$ cat src/dls_pkg.sv
package dls_pkg;
   // register byte addresses
   localparam logic [3:0] ADDR_CFG0 = 4'h0;
   localparam logic [3:0] ADDR_CFG1 = 4'h1;
   localparam logic [3:0] ADDR_STAT0 = 4'h2;
   localparam logic [3:0] ADDR_STAT1 = 4'h3;
   // config field positions
   localparam int CFG_PWR = 0;
   localparam int CFG_BIST_LO = 1;
   localparam int CFG_SPD_LO = 3;
   localparam int CFG_RATE = 5;
   localparam int CFG_ROE_LO = 6;
   // config after reset: power off, self-test off, drivers off, full rate
   localparam logic [7:0] CFG_RESET = 8'h00;
   // status field positions
   localparam int ST_LINK_OK = 0;
   localparam int ST_TRACK = 1;
   localparam int ST_CFG_BAD = 2;
   localparam int ST_COMPARE = 3;
   localparam int ST_LOOP_ERR = 4;
   // speed range codes and self-test enable code
   localparam logic [1:0] SPD_LOW = 2'h0;
   localparam logic [1:0] SPD_MID = 2'h1;
   localparam logic [1:0] SPD_HIGH = 2'h2;
   localparam logic [1:0] BIST_ON = 2'h2;
   localparam logic RATE_HALF = 1'b1;
   // clock period in ns, other timing in recovered character clocks
   localparam int CLK_PERIOD_NS = 100;
   localparam int RANGE_PERIOD = 4096;
   localparam int IDLE_CHARS_MAX = 6;
   localparam int ERR_EXCESS = 16;
   // pattern generator
   localparam logic [8:0] LFSR_SEED = 9'h1FF;
   localparam logic [2:0] CODE_LOOP_OK = 3'h2;
   localparam logic [2:0] CODE_LOOP_ERR = 3'h4;
   typedef enum logic [1:0] {BIST_START, BIST_AWAIT, BIST_COMPARE} dls_bist_t;
endpackage : dls_pkg

$ cat src/dls_link_status.sv
// Overview of operation
// - fault low while tracking training clock
// - lock within one sampling period, then high
// - sampling period is 4096 character clocks
// - three speed bands, half rate reserved lowest
// - power latch zero disables channel recovery
// - disabled channel shows constant link fault
// - out of range follows training clock
// - retime and retransmit recovered data
// - drivers enabled separately; both off powers down
// - reset disables all reclocker drivers
// - ten bit character plus status bit
// - self-test runs 511 character LFSR
// - compare characters, report on status bits
// - 010b or 100b marks loop completion
// - errors exceed matches by 16 aborts
// - loss of lock forces start state
// - reset disables self-test on both channels
// - link valid only when all checks qualify
// - fault after seven characters without transitions
`timescale 1ns/100ps
`default_nettype none
module dls_link_status (
   input wire logic clk,
   input wire logic rst,
   input wire logic [3:0] regAddr,
   input wire logic [7:0] regWrData,
   input wire logic regWr,
   input wire logic regRd,
   output logic [7:0] regRdData,
   input wire logic [1:0][9:0] rxChar,
   input wire logic [1:0] amplitudeOk,
   input wire logic [1:0] refClockOk,
   input wire logic [1:0] freqInRange,
   input wire logic [1:0] lockToReferenceControl,
   input wire logic [1:0] pllLocked,
   output logic [1:0] linkFaultN,
   output logic [1:0][9:0] rxParallelData,
   output logic [1:0] selftestStatusBit,
   output logic [1:0][9:0] reclockChar,
   output logic [1:0][1:0] reclockDriverEn,
   output logic [1:0] rxChannelPowerEnable,
   output logic [1:0][1:0] speedRangeSelect,
   output logic [1:0] trainingRateSelect,
   output logic [1:0] trackTraining
);
   logic [1:0][7:0] cfg_r;
   logic [1:0][7:0] cfg_nxt;
   logic [7:0] rdData_r;
   logic [7:0] rdData_nxt;
   logic [1:0][7:0] status;

   // configuration writes and registered read data
   always_comb begin
      cfg_nxt = cfg_r;
      rdData_nxt = 8'h00;
      if (regWr && regAddr == dls_pkg::ADDR_CFG0) begin
         cfg_nxt[0] = regWrData;
      end
      if (regWr && regAddr == dls_pkg::ADDR_CFG1) begin
         cfg_nxt[1] = regWrData;
      end
      if (regRd) begin
         unique case (regAddr)
            dls_pkg::ADDR_CFG0: rdData_nxt = cfg_r[0];
            dls_pkg::ADDR_CFG1: rdData_nxt = cfg_r[1];
            dls_pkg::ADDR_STAT0: rdData_nxt = status[0];
            dls_pkg::ADDR_STAT1: rdData_nxt = status[1];
            default: rdData_nxt = 8'h00;
         endcase
      end
   end

   always_ff @(posedge clk or posedge rst) begin
      if (rst) begin
         cfg_r <= {2{dls_pkg::CFG_RESET}};
         rdData_r <= 8'h00;
      end else begin
         cfg_r <= cfg_nxt;
         rdData_r <= rdData_nxt;
      end
   end

   assign regRdData = rdData_r;

   for (genvar ch = 0; ch < 2; ch++) begin : gChan
      logic enable;
      logic [1:0] bistEn;
      logic [1:0] spd;
      logic rate;
      logic cfgBad;
      logic [11:0] rangeCnt_r;
      logic [11:0] rangeCnt_nxt;
      logic track_r;
      logic track_nxt;
      logic lastBit_r;
      logic lastBit_nxt;
      logic [2:0] idleCnt_r;
      logic [2:0] idleCnt_nxt;
      logic linkOk_r;
      logic linkOk_nxt;
      logic [9:0] recl_r;
      logic [9:0] recl_nxt;
      dls_pkg::dls_bist_t st_r;
      dls_pkg::dls_bist_t st_nxt;
      logic [8:0] lfsr_r;
      logic [8:0] lfsr_nxt;
      logic [8:0] lfsrStep;
      logic [4:0] errBal_r;
      logic [4:0] errBal_nxt;
      logic loopErr_r;
      logic loopErr_nxt;
      logic [2:0] code_r;
      logic [2:0] code_nxt;
      logic [9:0] data_r;
      logic [9:0] data_nxt;
      logic statBit_r;
      logic statBit_nxt;

      assign enable = cfg_r[ch][dls_pkg::CFG_PWR];
      assign bistEn = cfg_r[ch][dls_pkg::CFG_BIST_LO +: 2];
      assign spd = cfg_r[ch][dls_pkg::CFG_SPD_LO +: 2];
      assign rate = cfg_r[ch][dls_pkg::CFG_RATE];
      // half rate in lowest band is reserved
      assign cfgBad = (spd == dls_pkg::SPD_LOW) && (rate == dls_pkg::RATE_HALF);
      assign lfsrStep = {lfsr_r[7:0], lfsr_r[8] ^ lfsr_r[4]};

      // range control, transition density and link qualification
      always_comb begin
         rangeCnt_nxt = rangeCnt_r + 12'h001;
         track_nxt = track_r;
         lastBit_nxt = rxChar[ch][9];
         idleCnt_nxt = idleCnt_r;
         linkOk_nxt = 1'b0;
         if (rangeCnt_r == 12'(dls_pkg::RANGE_PERIOD - 1)) begin
            track_nxt = !freqInRange[ch];
         end
         if (rxChar[ch] == {10{lastBit_r}}) begin
            if (idleCnt_r <= 3'(dls_pkg::IDLE_CHARS_MAX)) begin
               idleCnt_nxt = idleCnt_r + 3'h1;
            end
         end else begin
            idleCnt_nxt = 3'h0;
         end
         linkOk_nxt = enable && amplitudeOk[ch] && refClockOk[ch] && !lockToReferenceControl[ch]
            && !track_r && !cfgBad && idleCnt_r <= 3'(dls_pkg::IDLE_CHARS_MAX);
         if (!enable) begin
            rangeCnt_nxt = 12'h000;
            track_nxt = 1'b1;
            idleCnt_nxt = 3'h0;
            linkOk_nxt = 1'b0;
         end
      end

      always_ff @(posedge clk or posedge rst) begin
         if (rst) begin
            rangeCnt_r <= 12'h000;
            track_r <= 1'b1;
            lastBit_r <= 1'b0;
            idleCnt_r <= 3'h0;
            linkOk_r <= 1'b0;
         end else begin
            rangeCnt_r <= rangeCnt_nxt;
            track_r <= track_nxt;
            lastBit_r <= lastBit_nxt;
            idleCnt_r <= idleCnt_nxt;
            linkOk_r <= linkOk_nxt;
         end
      end

      // reclocker path, held idle when both drivers are off
      always_comb begin
         recl_nxt = 10'h000;
         if (enable && cfg_r[ch][dls_pkg::CFG_ROE_LO +: 2] != 2'h0) begin
            recl_nxt = rxChar[ch];
         end
      end

      always_ff @(posedge clk or posedge rst) begin
         if (rst) begin
            recl_r <= 10'h000;
         end else begin
            recl_r <= recl_nxt;
         end
      end

      // pattern checker state machine
      always_comb begin
         st_nxt = st_r;
         lfsr_nxt = lfsr_r;
         errBal_nxt = errBal_r;
         loopErr_nxt = loopErr_r;
         code_nxt = 3'h0;
         unique case (st_r)
            dls_pkg::BIST_START: begin
               lfsr_nxt = dls_pkg::LFSR_SEED;
               errBal_nxt = 5'h00;
               st_nxt = dls_pkg::BIST_AWAIT;
            end
            dls_pkg::BIST_AWAIT: begin
               if (rxChar[ch] == {lfsr_r, ^lfsr_r}) begin
                  st_nxt = dls_pkg::BIST_COMPARE;
                  lfsr_nxt = lfsrStep;
                  loopErr_nxt = 1'b0;
                  errBal_nxt = 5'h00;
               end
            end
            dls_pkg::BIST_COMPARE: begin
               lfsr_nxt = lfsrStep;
               if (rxChar[ch] != {lfsr_r, ^lfsr_r}) begin
                  errBal_nxt = errBal_r + 5'h01;
                  loopErr_nxt = 1'b1;
               end else if (errBal_r != 5'h00) begin
                  errBal_nxt = errBal_r - 5'h01;
               end
               if (lfsrStep == dls_pkg::LFSR_SEED) begin
                  code_nxt = loopErr_nxt ? dls_pkg::CODE_LOOP_ERR
                     : dls_pkg::CODE_LOOP_OK;
                  loopErr_nxt = 1'b0;
               end
               if (errBal_nxt >= 5'(dls_pkg::ERR_EXCESS)) begin
                  st_nxt = dls_pkg::BIST_AWAIT;
                  lfsr_nxt = dls_pkg::LFSR_SEED;
                  errBal_nxt = 5'h00;
                  code_nxt = 3'h0;
               end
            end
         endcase
         if (bistEn != dls_pkg::BIST_ON || !enable || !pllLocked[ch]) begin
            st_nxt = dls_pkg::BIST_START;
            code_nxt = 3'h0;
         end
      end

      always_ff @(posedge clk or posedge rst) begin
         if (rst) begin
            st_r <= dls_pkg::BIST_START;
            lfsr_r <= dls_pkg::LFSR_SEED;
            errBal_r <= 5'h00;
            loopErr_r <= 1'b0;
            code_r <= 3'h0;
         end else begin
            st_r <= st_nxt;
            lfsr_r <= lfsr_nxt;
            errBal_r <= errBal_nxt;
            loopErr_r <= loopErr_nxt;
            code_r <= code_nxt;
         end
      end

      // parallel output; loop codes overlay status bit and data[1:0]
      always_comb begin
         data_nxt = rxChar[ch];
         statBit_nxt = 1'b0;
         if (code_nxt != 3'h0) begin
            statBit_nxt = code_nxt[2];
            data_nxt[0] = code_nxt[1];
            data_nxt[1] = code_nxt[0];
         end
         if (!enable) begin
            data_nxt = 10'h000;
         end
      end

      always_ff @(posedge clk or posedge rst) begin
         if (rst) begin
            data_r <= 10'h000;
            statBit_r <= 1'b0;
         end else begin
            data_r <= data_nxt;
            statBit_r <= statBit_nxt;
         end
      end

      assign status[ch] = {3'h0, loopErr_r, st_r == dls_pkg::BIST_COMPARE, cfgBad, track_r,
         linkOk_r};
      assign linkFaultN[ch] = linkOk_r;
      assign rxParallelData[ch] = data_r;
      assign selftestStatusBit[ch] = statBit_r;
      assign reclockChar[ch] = recl_r;
      assign reclockDriverEn[ch] = cfg_r[ch][dls_pkg::CFG_ROE_LO +: 2];
      assign rxChannelPowerEnable[ch] = enable;
      assign speedRangeSelect[ch] = spd;
      assign trainingRateSelect[ch] = rate;
      assign trackTraining[ch] = track_r;
   end
endmodule : dls_link_status
`default_nettype wire

$ cat config.mk
export PLATFORM = sky130hd
export DESIGN_NAME = dls_link_status
export DESIGN_NICKNAME = d
export VERILOG_FILES = /design/src/dls_pkg.sv /design/src/dls_link_status.sv
export SDC_FILE = /design/constraint.sdc
export NUM_CORES = 1
export LEC_CHECK = 0
export BUFFER_PORTS_ARGS = -buffer_cell sky130_fd_sc_hd__buf_4
export CAP_MARGIN = 20
export CELL_PAD_IN_SITES_DETAIL_PLACEMENT = 0
export CELL_PAD_IN_SITES_GLOBAL_PLACEMENT = 2
export CORE_MARGIN = 3
export CORE_UTILIZATION = 39
export CTS_CLUSTER_SIZE = 24
export DETAILED_ROUTE_END_ITERATION = 10
export PLACE_DENSITY_LB_ADDON = 0.1
export SETUP_SLACK_MARGIN = 0.1
export SYNTH_ARGS = -nofsm -noshare
export SYNTH_HDL_FRONTEND = slang
export SYNTH_SLANG_ARGS = --single-unit
export TNS_END_PERCENT = 50
$ cat constraint.sdc
create_clock -name clk -period 9.1 [get_ports clk]
set_clock_uncertainty 0.1 [all_clocks]
set_input_delay 1.365 -clock clk [delete_from_list [all_inputs] [get_ports clk]]
set_output_delay 1.365 -clock clk [all_outputs]
set_load 0.02 [all_outputs]
== Word-level counts from Yosys, hierarchy flattened ==
Index checks and enable logic that the tools add are counted.

* $add $sub $neg: 8
* Multiply operators: 0
* Div/mod/pow operators: 0
* Order comparisons: 4
* Eq/ne operators: 29
* Shifts and indexed selects: 0
* Multiplexer cells: 70
* Bitwise gates (word level): 2
* Reductions and logical operators: 53

{| class="wikitable"
|+ Operators with widths
! operator !! count
|-
| 9-bit one-hot mux with 3 select lines || 2
|-
| 5-bit 2-to-1 mux || 10
|-
| 3-bit 2-to-1 mux || 16
|-
| 10-bit == test || 4
|-
| 10-bit 2-to-1 mux || 4
|-
| 9-bit 2-to-1 mux || 4
|-
| 8-bit one-hot mux with 4 select lines || 1
|-
| 5-bit one-hot mux with 3 select lines || 2
|-
| 12-bit by 1-bit adder with 12-bit output (second input constant) || 2
|-
| 12-bit == test (second input constant) || 2
|-
| 12-bit 2-to-1 mux || 2
|-
| 10-bit inequality test || 2
|-
| 9-bit == test (second input constant) || 2
|-
| 1-bit logical AND || 18
|-
| 9-bit parity || 2
|-
| 1-bit 2-to-1 mux || 16
|-
| 2-bit 2-to-1 mux || 8
|-
| 1-bit logical NOT || 12
|-
| 2-bit one-hot mux with 3 select lines || 2
|-
| 5-bit by 1-bit adder with 5-bit output (second input constant) || 2
|-
| 5-bit >= comparator (second input constant) || 2
|-
| 5-bit nonzero test || 2
|-
| 5-bit by 1-bit subtractor with 5-bit output (second input constant) || 2
|-
| 4-bit by 2-bit == test with 1-bit output (second input constant) || 2
|-
| other kinds (19) || 45
|}

* Register bits: 136
* Bits in latches: 0
* Memory bits (writable): 0
* Memory bits (read-only): 0
* Input bits: 46
* Output and inout bits: 66
* Word-level logic and storage cells: 193
* Memories kept: 0

== Longest topological paths before layout ==
Gate-level depths: netlist of run 1.

* Word-level depth: 12
* Depth in mapped cells: 8
* Mapped depth without buffers: 8

== Worst setup path after synthesis of run 1 ==
Ideal clock, no wire load.

* Kind: input-to-reg
* Start: in rxChar[10] (netlist bit)
* End: reg gChan[1].errBal_r[2]
* Setup time: 0.087 ns
* Arrival: 2.970 ns
* Required time: 8.913 ns
* Path slack: 5.944 ns
* Stages: 6
* Buffers on the path: 0
* Cells stage by stage: xnor2_1 > xnor3_2 > xor2_2 > nor2_2 > or4_1 > o211ai_1

* Word-level cells in the longest chain between the ends: 6
* Elaborated cells between the ends (all ways): 8

{| class="wikitable"
|+ Ends and longest elaborated chain
! element !! RTL line !! text
|-
| start: declaration || dls_link_status.sv:31 || <nowiki>input wire logic [1:0][9:0] rxChar,</nowiki>
|-
| 10-bit inequality test || dls_link_status.sv:210 || <nowiki>if (rxChar[ch] != {lfsr_r, ^lfsr_r}) begin</nowiki>
|-
| 5-bit 2-to-1 mux || dls_link_status.sv:210 ||
|-
| 5-bit 2-to-1 mux || dls_link_status.sv:194 || <nowiki>unique case (st_r)</nowiki>
|-
| 5-bit >= comparator || dls_link_status.sv:221 || <nowiki>if (errBal_nxt >= 5'(dls_pkg::ERR_EXCESS)) begin</nowiki>
|-
| 5-bit 2-to-1 mux || dls_link_status.sv:221 ||
|-
| 5-bit one-hot mux with 3 select lines || dls_link_status.sv:194 ||
|-
| end signal: assignment || dls_link_status.sv:245 || <nowiki>errBal_r <= errBal_nxt;</nowiki>
|-
| end: declaration || dls_link_status.sv:109 || <nowiki>logic [4:0] errBal_r;</nowiki>
|}

Parallel ways exist; a longest one is shown, timed or not. The select of a mux whose other input is x is not followed.
A chain may end at the register's enable or synchronous reset.

== Worst setup path in the final report of run 1 ==
* Start: in rxChar[12] (netlist bit)
* End: reg gChan[1].errBal_r[3]

The elaborated chain is that of the path after synthesis.

==> impl_results.md, run 1 <==
- Status: finished, final reports clean
- Initial Utilization: 0.403
- Synthesis-to-layout area growth: 23.7%
- Max Cap Viol: 0
- Seq cells post-synth: 136
- Mux contribution to synthesized area: 0.0493
- Crit path max-delay cell type: o21ai_0
- CTS Root Cell: clkbuf_16
- Clock buffer count from CTS: 17
- Vias post-DR: 5048
- Final setup fails: 0
- Total track usage: 0.188
- Post_cts resized: 0
- Crit. End Element: flip-flop
- Hold slack final: 355 ps
- Slew Limit Fails: 0
- Actual slew at the worst max-slew pin: 854 ps
- Final min period: 3410 ps
- # IOs: 112
- Layout Nets: 793
- Post-synthesis adder-cell area fraction: 0.0261
- GRT Max-Usage Layer: met2
- Post-CTS Setup Bufs: 0
- Static leakage: 3.73 nW
- CTS max path bufs: 2
- Met2 usage: 0.292
- Chip height: 137 um
- Initial antenna violation count: 1
- Post-Route WL: 17100 um
- Design Power: 0.00183 W
- Peak supply drop: 0.126 mV
- GPL Wtd Cong: 0.869
- Largest family of logic cells by synthesized area: simple AND/OR/NAND/NOR gates
- Synth Flop Type: dfrtp_1
- Final Hold Viols: 0
- DRT antenna net count: 0
- Syn_area_per_cell: 10.7 um^2
- Setup TNS: 0 ps
- Max_slew headroom: 0.431
- Yosys warns: 0
- Hold crit path type: reg2reg
- Power density over the cells: 221 nW/um^2
- Die W: 137 um
- Critical Path Max Stage Delay: 680 ps
- Simple-gate share of the synthesized area: 0.196
- Layout cells sized above 1: 0.267
- Grt ovf: 0
- Worst-path clk slew: 60 ps
- GR Layer Usage met3: 0.0460
- Library cells used by synthesis: 62
- WL/cell: 17.7 um
- Unrepaired setup endpoints after global routing: no
- Mapped Cells: 631
- Die ar.: 18900 um^2
- Most used cell along the critical path: o21ai_0
- Req. time, crit path: 9320 ps
- H-tree depth: 4
- CP delay by family, top: compound AO/OA/AOI/OAI gates
- # port buffers: 111
- Core Region: 16700 um^2
- Worst skew pair latency: 410 ps
- Worst-path cell chain: buf_4 -> xor2_1 -> nor4_1 -> nand4_1 -> o21ai_0 -> o21ai_0 -> o22ai_1
- Number of global-route vias before repair: 5045
- FFs w/ async S/R, synth: 1.00
- Most frequent cells in the layout: dfrtp_1, buf_4, nand2_1, and2_1
- Rows: 47
- CTS tree: done
- Pre-CTS setup slack: 5260 ps
- GRT met1 Usage: 0.267
- Drt drc: 0
- Via/cell ratio: 5.23
- EDFF count, synth: 0
- Sink Count: 136
- Syn Nets: 691
- Largest net degree at the start of global routing: 70
- ANT cells: 0
- Global-route wire length before repair: 27500 um
- Final critical-path share of the clock period: 0.375
- Crit path max fanout: 10
- Buf+Inv Stages, Crit Path: 1
- Synth Area in Compound Gates: 0.0966
- XOR/XNOR Fraction of Synth Area: 0.0821
- Hpwl dp: 12600 um
- CP Launch Type: input port
- Initial DRC count: 254
- Synthesized area: 6720 um^2
- Sequential element share of the synthesized area: 0.510
- Arrival time at the worst endpoint: 3640 ps
- TritonRoute pass-1 iters: 5
- Core Util, Final: 0.498
- Achievable Freq: 0.293 GHz
- Hold_buf cts: 0
- Final setup margin: 5690 ps
- Critical setup path kind: in2reg
[area by class of cell]
cell class | count | area [um^2]
Fill cell | 1550 | 8390
Sequential cell | 136 | 3430
Multi-Input combinational cell | 442 | 3030
Timing Repair Buffer | 116 | 871
Clock buffer | 19 | 433
Tap cell | 220 | 275
Clock inverter | 12 | 201
Inverter | 20 | 80.1
[worst reg2reg max path, stage by stage, from the launching register on]
cell	delay, ps
dfstp_2	600
xor2_1	220
xnor3_2	510
xor2_2	260
o21ai_0	580
o21ai_0	270
o22ai_1	250
[kinds of logic after synthesis]
| logic type | count (synthesis) |
|---|---|
| AND/OR/NAND/NOR | 247 |
| flip-flops | 136 |
| AO/OA/AOI/OAI | 99 |
| XOR/XNOR | 57 |
| buffers and inverters | 53 |
| multiplexers | 25 |
| adder cells (fa/ha/maj) | 14 |
[path summary, 6_finish.rpt]
path,endpoint,cells after the start,slack [ps],start
max,gChan[1].errBal_r[3],7,5690,rxChar[12]
min,gChan[1].rangeCnt_r[0],1,360,gChan[1].rangeCnt_r[0]
max reg2reg,gChan[1].errBal_r[3],6,6220,gChan[1].lfsr_r[4]
min reg2reg,gChan[1].rangeCnt_r[0],1,360,gChan[1].rangeCnt_r[0]
max in group asynchronous,gChan[0].errBal_r[0],3,6670,rst
min in group asynchronous,regRdData[2],2,930,rst
[report_power, final]
group / internal, W / switching (W)
logic: 0.000153 / 0.000211
registers: 0.000672 / 0.0000576
clock network: 0.000485 / 0.000256
total: 0.00131 / 0.000525
[cells in the mapped netlist, types with 13 or more instances]
master    instances  share of area
a21oi_1          40          0.030
and2_1           47          0.044
buf_4            18          0.020
clkbuf_1         13         0.0073
dfrtp_1         116           0.43
dfstp_2          20          0.078
ha_1             14          0.026
inv_1            20          0.011
mux2_2           15          0.025
nand2_1          48          0.027
nand3_1          24          0.018
nand4_1          15          0.014
nor2_1           40          0.022
nor3_1           16          0.012
o21ai_0          21          0.016
xnor2_1          23          0.030
xor2_1           29          0.038
[metal layers]
layer	up-vias	routed length [um]
met5	-	0
met4	0	151
met3	12	966
met2	145	7880
met1	2484	8090
li1	2407	-
[registers in the layout, summed over array words and instances (netlist names)]
register	flops
cfg_r	4
gChan.data_r	20
gChan.errBal_r	10
gChan.idleCnt_r	6
gChan.lastBit_r	2
gChan.lfsr_r	18
gChan.linkOk_r	2
gChan.loopErr_r	2
gChan.rangeCnt_r	24
gChan.recl_r	20
gChan.st_r	4
gChan.statBit_r	2
gChan.track_r	2
reclockDriverEn	4
regRdData	8
rxChannelPowerEnable	2
speedRangeSelect	4
trainingRateSelect	2
[per-stage QoR]
step / cell area, um^2 / instances
final: 8320 / 965
after CTS: 8320 / 965
after floorplan: 6720 / 631
after global routing: 8320 / 965
after detailed placement: 7680 / 934
after global placement: 7670 / 933
Note: power is estimated with default switching activity, not from simulation.
==> run 2, diff against run 1 <==
CORE_UTILIZATION = 36   (was 39)
clock period = 3.35 ns   (was 9.1 ns; I/O delays follow)
==> run 2 against run 1 <==
Against the previous run:
- cell area rose by 0.26%
- via count down 0.67%
- worst hold slack got worse by 280 ps
- core utilization decreased by 3.9 points
- register-to-register slack got worse by 5700 ps
- combinational power rose to 2.7 times the previous value
- critical path depth shrank 1
- sequential cell count unchanged
- clock power grew to 2.6 times the previous value
==> impl_results.md, run 2 (synthesis results as in run 1) <==
- Final setup fails: 0 (unchanged)
- Worst R2R Setup Slack: 530 ps (-5690 ps)
- Max_slew headroom: 0.477 (+0.0466)
- Placed cell areas: 7730 um^2 (+0.68%)
- Reg2reg end: gChan[0].lfsr_r[6]
- Critical Path Max Stage Delay: 580 ps (-100 ps)
- Final min period: 2820 ps
- Largest registers: gChan.rangeCnt_r (24), gChan.data_r (20), gChan.recl_r (20)
- Filler cells: 1728 (+11%)
- Combinational share of power: 0.206 (+0.008)
- Total track usage: 0.181 (-0.00723)
- CTS max path bufs: 2 (unchanged)
- Drt drc: 0 (unchanged)
- Rows: 49 (+4.3%)
- Post_cts resized: 0 (unchanged)
- Largest net degree at the start of global routing: 84 (+20%)
- Core Util, Final: 0.459 (-0.0385)
- Vias post-DR: 5014 (-0.67%)
- Fin area: 8340 um^2 (+0.26%)
- Seq pwr share: 0.405 (+0.007)
- CTS tree: done
- WL/cell: 17.9 um (+1.3%)
- Setup TNS: 0 ps (unchanged)
- Largest register FFs: 24 (unchanged)
- Actual slew at the worst max-slew pin: 777 ps (-77.1 ps)
- Crit. End Element: flip-flop
- # port buffers: 111 (unchanged)
- Worst-path cell chain: xor2_1 -> xnor3_2 -> xor2_1 -> o21ai_0 -> a311oi_4 -> a21oi_1
- Worst setup startpoint: gChan[0].lfsr_r[4]
- Slew Limit Fails: 0 (unchanged)
- Most common cell after layout, fill and taps aside: buf_4
- GPL Wtd Cong: 0.848 (-2.4%)
- ANT cells: 0 (unchanged)
- Layout Nets: 797 (+0.50%)
- Initial Utilization: 0.371 (-0.0321)
- CTS Root Cell: clkbuf_16
- Achievable Freq: 0.355 GHz
- Number of global-route vias before repair: 5234 (+3.7%)
- Die ar.: 20400 um^2 (+8.0%)
- Clock share of power: 0.389 (-0.015)
- Arrival time at the worst endpoint: 3040 ps (-600 ps)
- Sink Count: 136 (unchanged)
- Crit path max-delay cell type: a311oi_4
- Final critical-path share of the clock period: 0.841
- Worst skew pair latency: 420 ps (about the same)
- Post-CTS Setup Bufs: 0 (unchanged)
- Peak supply drop: 0.359 mV (+190%)
- Via/cell ratio: 5.12 (-2.1%)
- CP Launch Type: flip-flop
- Clock buffer count from CTS: 17 (unchanged)
- H-tree depth: 4 (unchanged)
- Layout cells sized above 1: 0.275 (+0.00755)
- Initial antenna violation count: 1 (unchanged)
- Internal power: 0.00338 W (+160%)
- Chip height: 143 um (+3.9%)
- Most frequent cells in the layout: buf_4, dfrtp_1, nand2_1, and2_1
- Critical setup path kind: reg2reg
- Req. time, crit path: 3570 ps (-5750 ps)
- Switching Fraction: 0.308 (+0.0214)
- Max Cap Viol: 0 (unchanged)
- Top reg by flops: gChan.rangeCnt_r
- # IOs: 112 (unchanged)
- Synthesis-to-layout area growth: 24.0%
- Worst r2r src: gChan[0].lfsr_r[4]
- Unrepaired setup endpoints after global routing: no
- DRT antenna net count: 0 (unchanged)
- Hold crit path type: in2async
- R2R depth: 6 (unchanged)
- Net Sw Power: 0.00150 W (+190%)
- Grt ovf: 0 (unchanged)
- Core Region: 18100 um^2 (+8.7%)
- Initial DRC count: 257 (+1.2%)
- Hold_buf cts: 0 (unchanged)
- Hpwl dp: 12800 um (+1.9%)
- Die W: 143 um (+3.9%)
- Static leakage: 3.73 nW (about the same)
- TritonRoute pass-1 iters: 5 (unchanged)
- Final Hold Viols: 0 (unchanged)
- Status: finished, final reports clean
- Crit path max fanout: 9 (-1)
- Power density over the cells: 586 nW/um^2 (+170%)
- Most used cell along the critical path: xor2_1
- Post-Route WL: 17600 um (+2.8%)
- Global-route wire length before repair: 28900 um (+5.3%)
- Worst-path clk slew: 60 ps (about the same)
-- run 2: cell types whose count changed in the layout (fill, tap and decap cells not counted) --
cell / change
inv_6: +4
buf_4: +3
bufinv_16: -3
clkbuf_1: -2
clkinv_2: -2
clkinvlp_4: +2
buf_12: +1
clkbuf_8: +1
inv_8: +1
-- run 2: worst max-delay path, delay by kind of cell, from the launching register on --
| family | cells | cell delay (ps) |
|---|---|---|
| flops | 1 | 570 |
| xor+xnor | 3 | 1090 |
| compound gates | 3 | 970 |
-- run 2: worst max path at each step --
stage / end
finish: gChan[0].lfsr_r[6]
global route: gChan[0].lfsr_r[0]
CTS: gChan[0].lfsr_r[6]
detailed placement: gChan[0].lfsr_r[6]
global placement: gChan[1].statBit_r
floorplan: gChan[0].lfsr_r[8]
-- run 2: stage by stage --
stage                     power, W  worst slack [ps]  std cells  hold slack [ps]
after floorplan            0.00263               893        631              323
after global placement     0.00301               516        947              343
after detailed placement   0.00302               558        947              347
after CTS                  0.00496               532        979             82.9
after global routing       0.00513               318        979              114
final                      0.00488               531        979             75.8
-- run 2: power by group through the flow --
stage	Clock, W	Combinational, W	Sequential, W
after global routing	0.00204	0.00109	0.00200
final	0.00190	0.00100	0.00198
after floorplan	0	0.000589	0.00204
after global placement	0	0.00100	0.00201
after CTS	0.00196	0.00102	0.00198
after detailed placement	0	0.00101	0.00201
-- run 2: layout make-up --
| type | instances | area (um^2) | area share |
|---|---|---|---|
| timing repair buffer | 120 | 913 | 0.110 |
| tap | 229 | 287 | 0.0344 |
| sequential | 136 | 3430 | 0.411 |
| multi-input combinational | 442 | 3030 | 0.363 |
| clock inverter | 14 | 164 | 0.0197 |
| clock buffer | 18 | 439 | 0.0527 |
| inverter | 20 | 78.8 | 0.00946 |
-- run 2: layer usage --
layer / wire (um) / track usage
met4: 164 / 0.0455
met1: 8190 / 0.253
met2: 8180 / 0.284
met5: 0 / 0
met3: 1030 / 0.0445
==> run 3, diff against run 2 <==
ABC_AREA = 1   (was not set)
CORE_UTILIZATION = 34   (was 36)
clock period = 2.95 ns   (was 3.35 ns; I/O delays follow)
==> run 3 against run 2 <==
Against the previous run:
- count of clock-buffer cells in the layout did not move
- sequential power rose by 9%
- largest cell class unchanged
- first-iteration DRC count rose by 23%
- cell area rose by 3.3%
==> impl_results.md, run 3 <==
- H-tree depth: 4 (unchanged)
- Largest registers: gChan.rangeCnt_r (24), gChan.data_r (20), gChan.recl_r (20)
- Final setup margin: 617 ps (+86.2 ps)
- Die ar.: 22400 um^2 (+10%)
- Combinational share of power: 0.184 (-0.022)
- Mapped Cells: 862 (+37%)
- # port buffers: 111 (unchanged)
- Most common cell after layout, fill and taps aside: nand2_1
- Layout Nets: 1024 (+28%)
- Via/cell ratio: 4.64 (-9.5%)
- Max Cap Viol: 0 (unchanged)
- Sequential element share of the synthesized area: 0.487 (-0.0224)
- Initial DRC count: 316 (+23%)
- Worst-path clk slew: 60 ps (about the same)
- Global-route wire length before repair: 30300 um (+4.9%)
- DRT antenna net count: 0 (unchanged)
- Largest net degree at the start of global routing: 54 (-36%)
- Clock share of power: 0.407 (+0.018)
- CTS Root Cell: clkbuf_16
- Drt drc: 0 (unchanged)
- Vias post-DR: 5757 (+15%)
- Post_cts resized: 0 (unchanged)
- Seq cells post-synth: 136 (unchanged)
- Req. time, crit path: 3220 ps (-350 ps)
- Internal power: 0.00365 W (+7.9%)
- Critical setup path kind: reg2reg
- Syn_area_per_cell: 8.16 um^2 (-23%)
- Top reg by flops: gChan.rangeCnt_r
- Synthesis-to-layout area growth: 22.4%
- Static leakage: 4.45 nW (+19%)
- CP Launch Type: flip-flop
- Top-count cell post-synth: nand2_1
- Top cell type's share of synthesized area: 0.413 (-0.0190)
- Status: finished, final reports clean
- Seq pwr share: 0.408 (+0.003)
- Initial antenna violation count: 0 (-1)
- Hold_buf cts: 0 (unchanged)
- Slew Limit Fails: 0 (unchanged)
- Post-CTS Setup Bufs: 0 (unchanged)
- Number of global-route vias before repair: 5809 (+11%)
- Final min period: 2330 ps (-486 ps)
- WL/cell: 14.7 um (-18%)
- Design Power: 0.00529 W (+8.4%)
- Actual slew at the worst max-slew pin: 767 ps (-9.41 ps)
- Yosys warns: 0 (unchanged)
- Grt ovf: 0 (unchanged)
- Worst skew pair latency: 420 ps (about the same)
- Synth top area cells: dfrtp_1, nand2_1, inv_1, dfstp_2, nor2_1
- Switching Fraction: 0.310 (+0.00273)
- Rows: 51 (+4.1%)
- Total track usage: 0.172 (-0.00940)
- ANT cells: 0 (unchanged)
- Core Region: 19900 um^2 (+9.7%)
- Library cells used by synthesis: 40 (-35%)
- Sink Count: 136 (unchanged)
- TritonRoute pass-1 iters: 5 (unchanged)
- # IOs: 112 (unchanged)
- Layout cells sized above 1: 0.211 (-0.0638)
- Final setup fails: 0 (unchanged)
- CTS max path bufs: 2 (unchanged)
- Max_slew headroom: 0.484 (+0.00711)
- Post-synth top cells: nand2_1, inv_1, dfrtp_1
- GPL Wtd Cong: 0.783 (-7.7%)
- Setup TNS: 0 ps (unchanged)
- Crit path max fanout: 20 (+11)
- Hpwl dp: 13900 um (+8.3%)
- Final Hold Viols: 0 (unchanged)
- Pre-CTS setup slack: 622 ps (+64.2 ps)
- CTS tree: done
- Die W: 150 um (+5.0%)
- Syn Nets: 922 (+33%)
- EDFF count, synth: 0 (unchanged)
- Leading area contributor after synthesis: dfrtp_1
- Largest register FFs: 24 (unchanged)
- Chip height: 150 um (+5.0%)
- Initial Utilization: 0.353 (-0.0173)
- Crit. End Element: flip-flop
- Arrival time at the worst endpoint: 2600 ps (-440 ps)
- Synthesized area: 7030 um^2 (+4.6%)
- Clock buffer count from CTS: 17 (unchanged)
- Power density over the cells: 615 nW/um^2 (+4.9%)
- Achievable Freq: 0.429 GHz (+21%)
- Unrepaired setup endpoints after global routing: no
- Hold crit path type: in2async
- Synth Flop Type: dfrtp_1
- Net Sw Power: 0.00164 W (+9.3%)
- Post-Route WL: 18200 um (+3.9%)
- FFs w/ async S/R, synth: 1.00 (unchanged)
- Peak supply drop: 0.398 mV (+11%)
- Most frequent cells in the layout: nand2_1, inv_1, dfrtp_1, buf_4, nor2_1
- Final critical-path share of the clock period: 0.791 (-0.0507)
-- run 3: critical path, cell delays in order (launching register included) --
cell and delay [ps]:
dfstp_2 560, inv_1 90, nand2_1 70, nand2_1 50
nor2_1 120, nand3_2 120, nor2_4 140, nand3_4 140
nand2_4 250, nand2_1 310, o22ai_1 220, inv_1 60
nand2_1 60
-- run 3: power by group through the flow --
stage               clock [W]  sequential [W]  combinational [W]
finish                0.00216         0.00216           0.000976
global route          0.00230         0.00218            0.00110
CTS                   0.00222         0.00216           0.000994
detailed placement          0         0.00220           0.000990
global placement            0         0.00219           0.000985
floorplan                   0         0.00223           0.000601
-- run 3: logic make-up after synthesis --
group | synth area share
fa+ha+maj | 0.0249
buf+inv | 0.123
flops | 0.487
compound gates | 0.0879
simple gates | 0.252
xor+xnor | 0.0249
-- run 3: routing by layer --
layer,routed length [um],global-route usage
met5,0,0
met4,152,0.0371
met3,811,0.0354
met2,8580,0.275
met1,8700,0.242
-- run 3: cell type report --
cell class | instances | area (um^2)
timing repair buffer | 115 | 888
sequential | 136 | 3430
multi-input combinational | 527 | 2740
inverter | 167 | 631
clock inverter | 14 | 163
tap | 265 | 332
fill | 2013 | 11300
clock buffer | 18 | 429
-- run 3: final timing paths --
path,from,endpoint,slack (ps),depth (start not counted)
setup / recovery,gChan[0].lfsr_r[1],gChan[0].lfsr_r[4],620,12
hold / removal,rst,gChan[0].idleCnt_r[0],60,2
setup reg to reg,gChan[0].lfsr_r[1],gChan[0].lfsr_r[4],620,12
hold reg to reg,gChan[1].rangeCnt_r[0],gChan[1].rangeCnt_r[0],380,1
max in group asynchronous,rst,gChan[0].lfsr_r[5],1910,3
min in group clk,rxChar[19],gChan[1].lastBit_r,80,1
-- run 3: metrics by stage --
step	cells	instance area (um^2)	util	hold slack [ps]
2_1_floorplan	862	7040	-	333
3_3_place_gp	1210	8020	0.403	366
3_5_place_dp	1210	8020	0.403	367
4_1_cts	1242	8610	0.433	61.9
5_1_grt	1242	8610	0.433	73.5
6_report	1242	8610	0.433	62.9
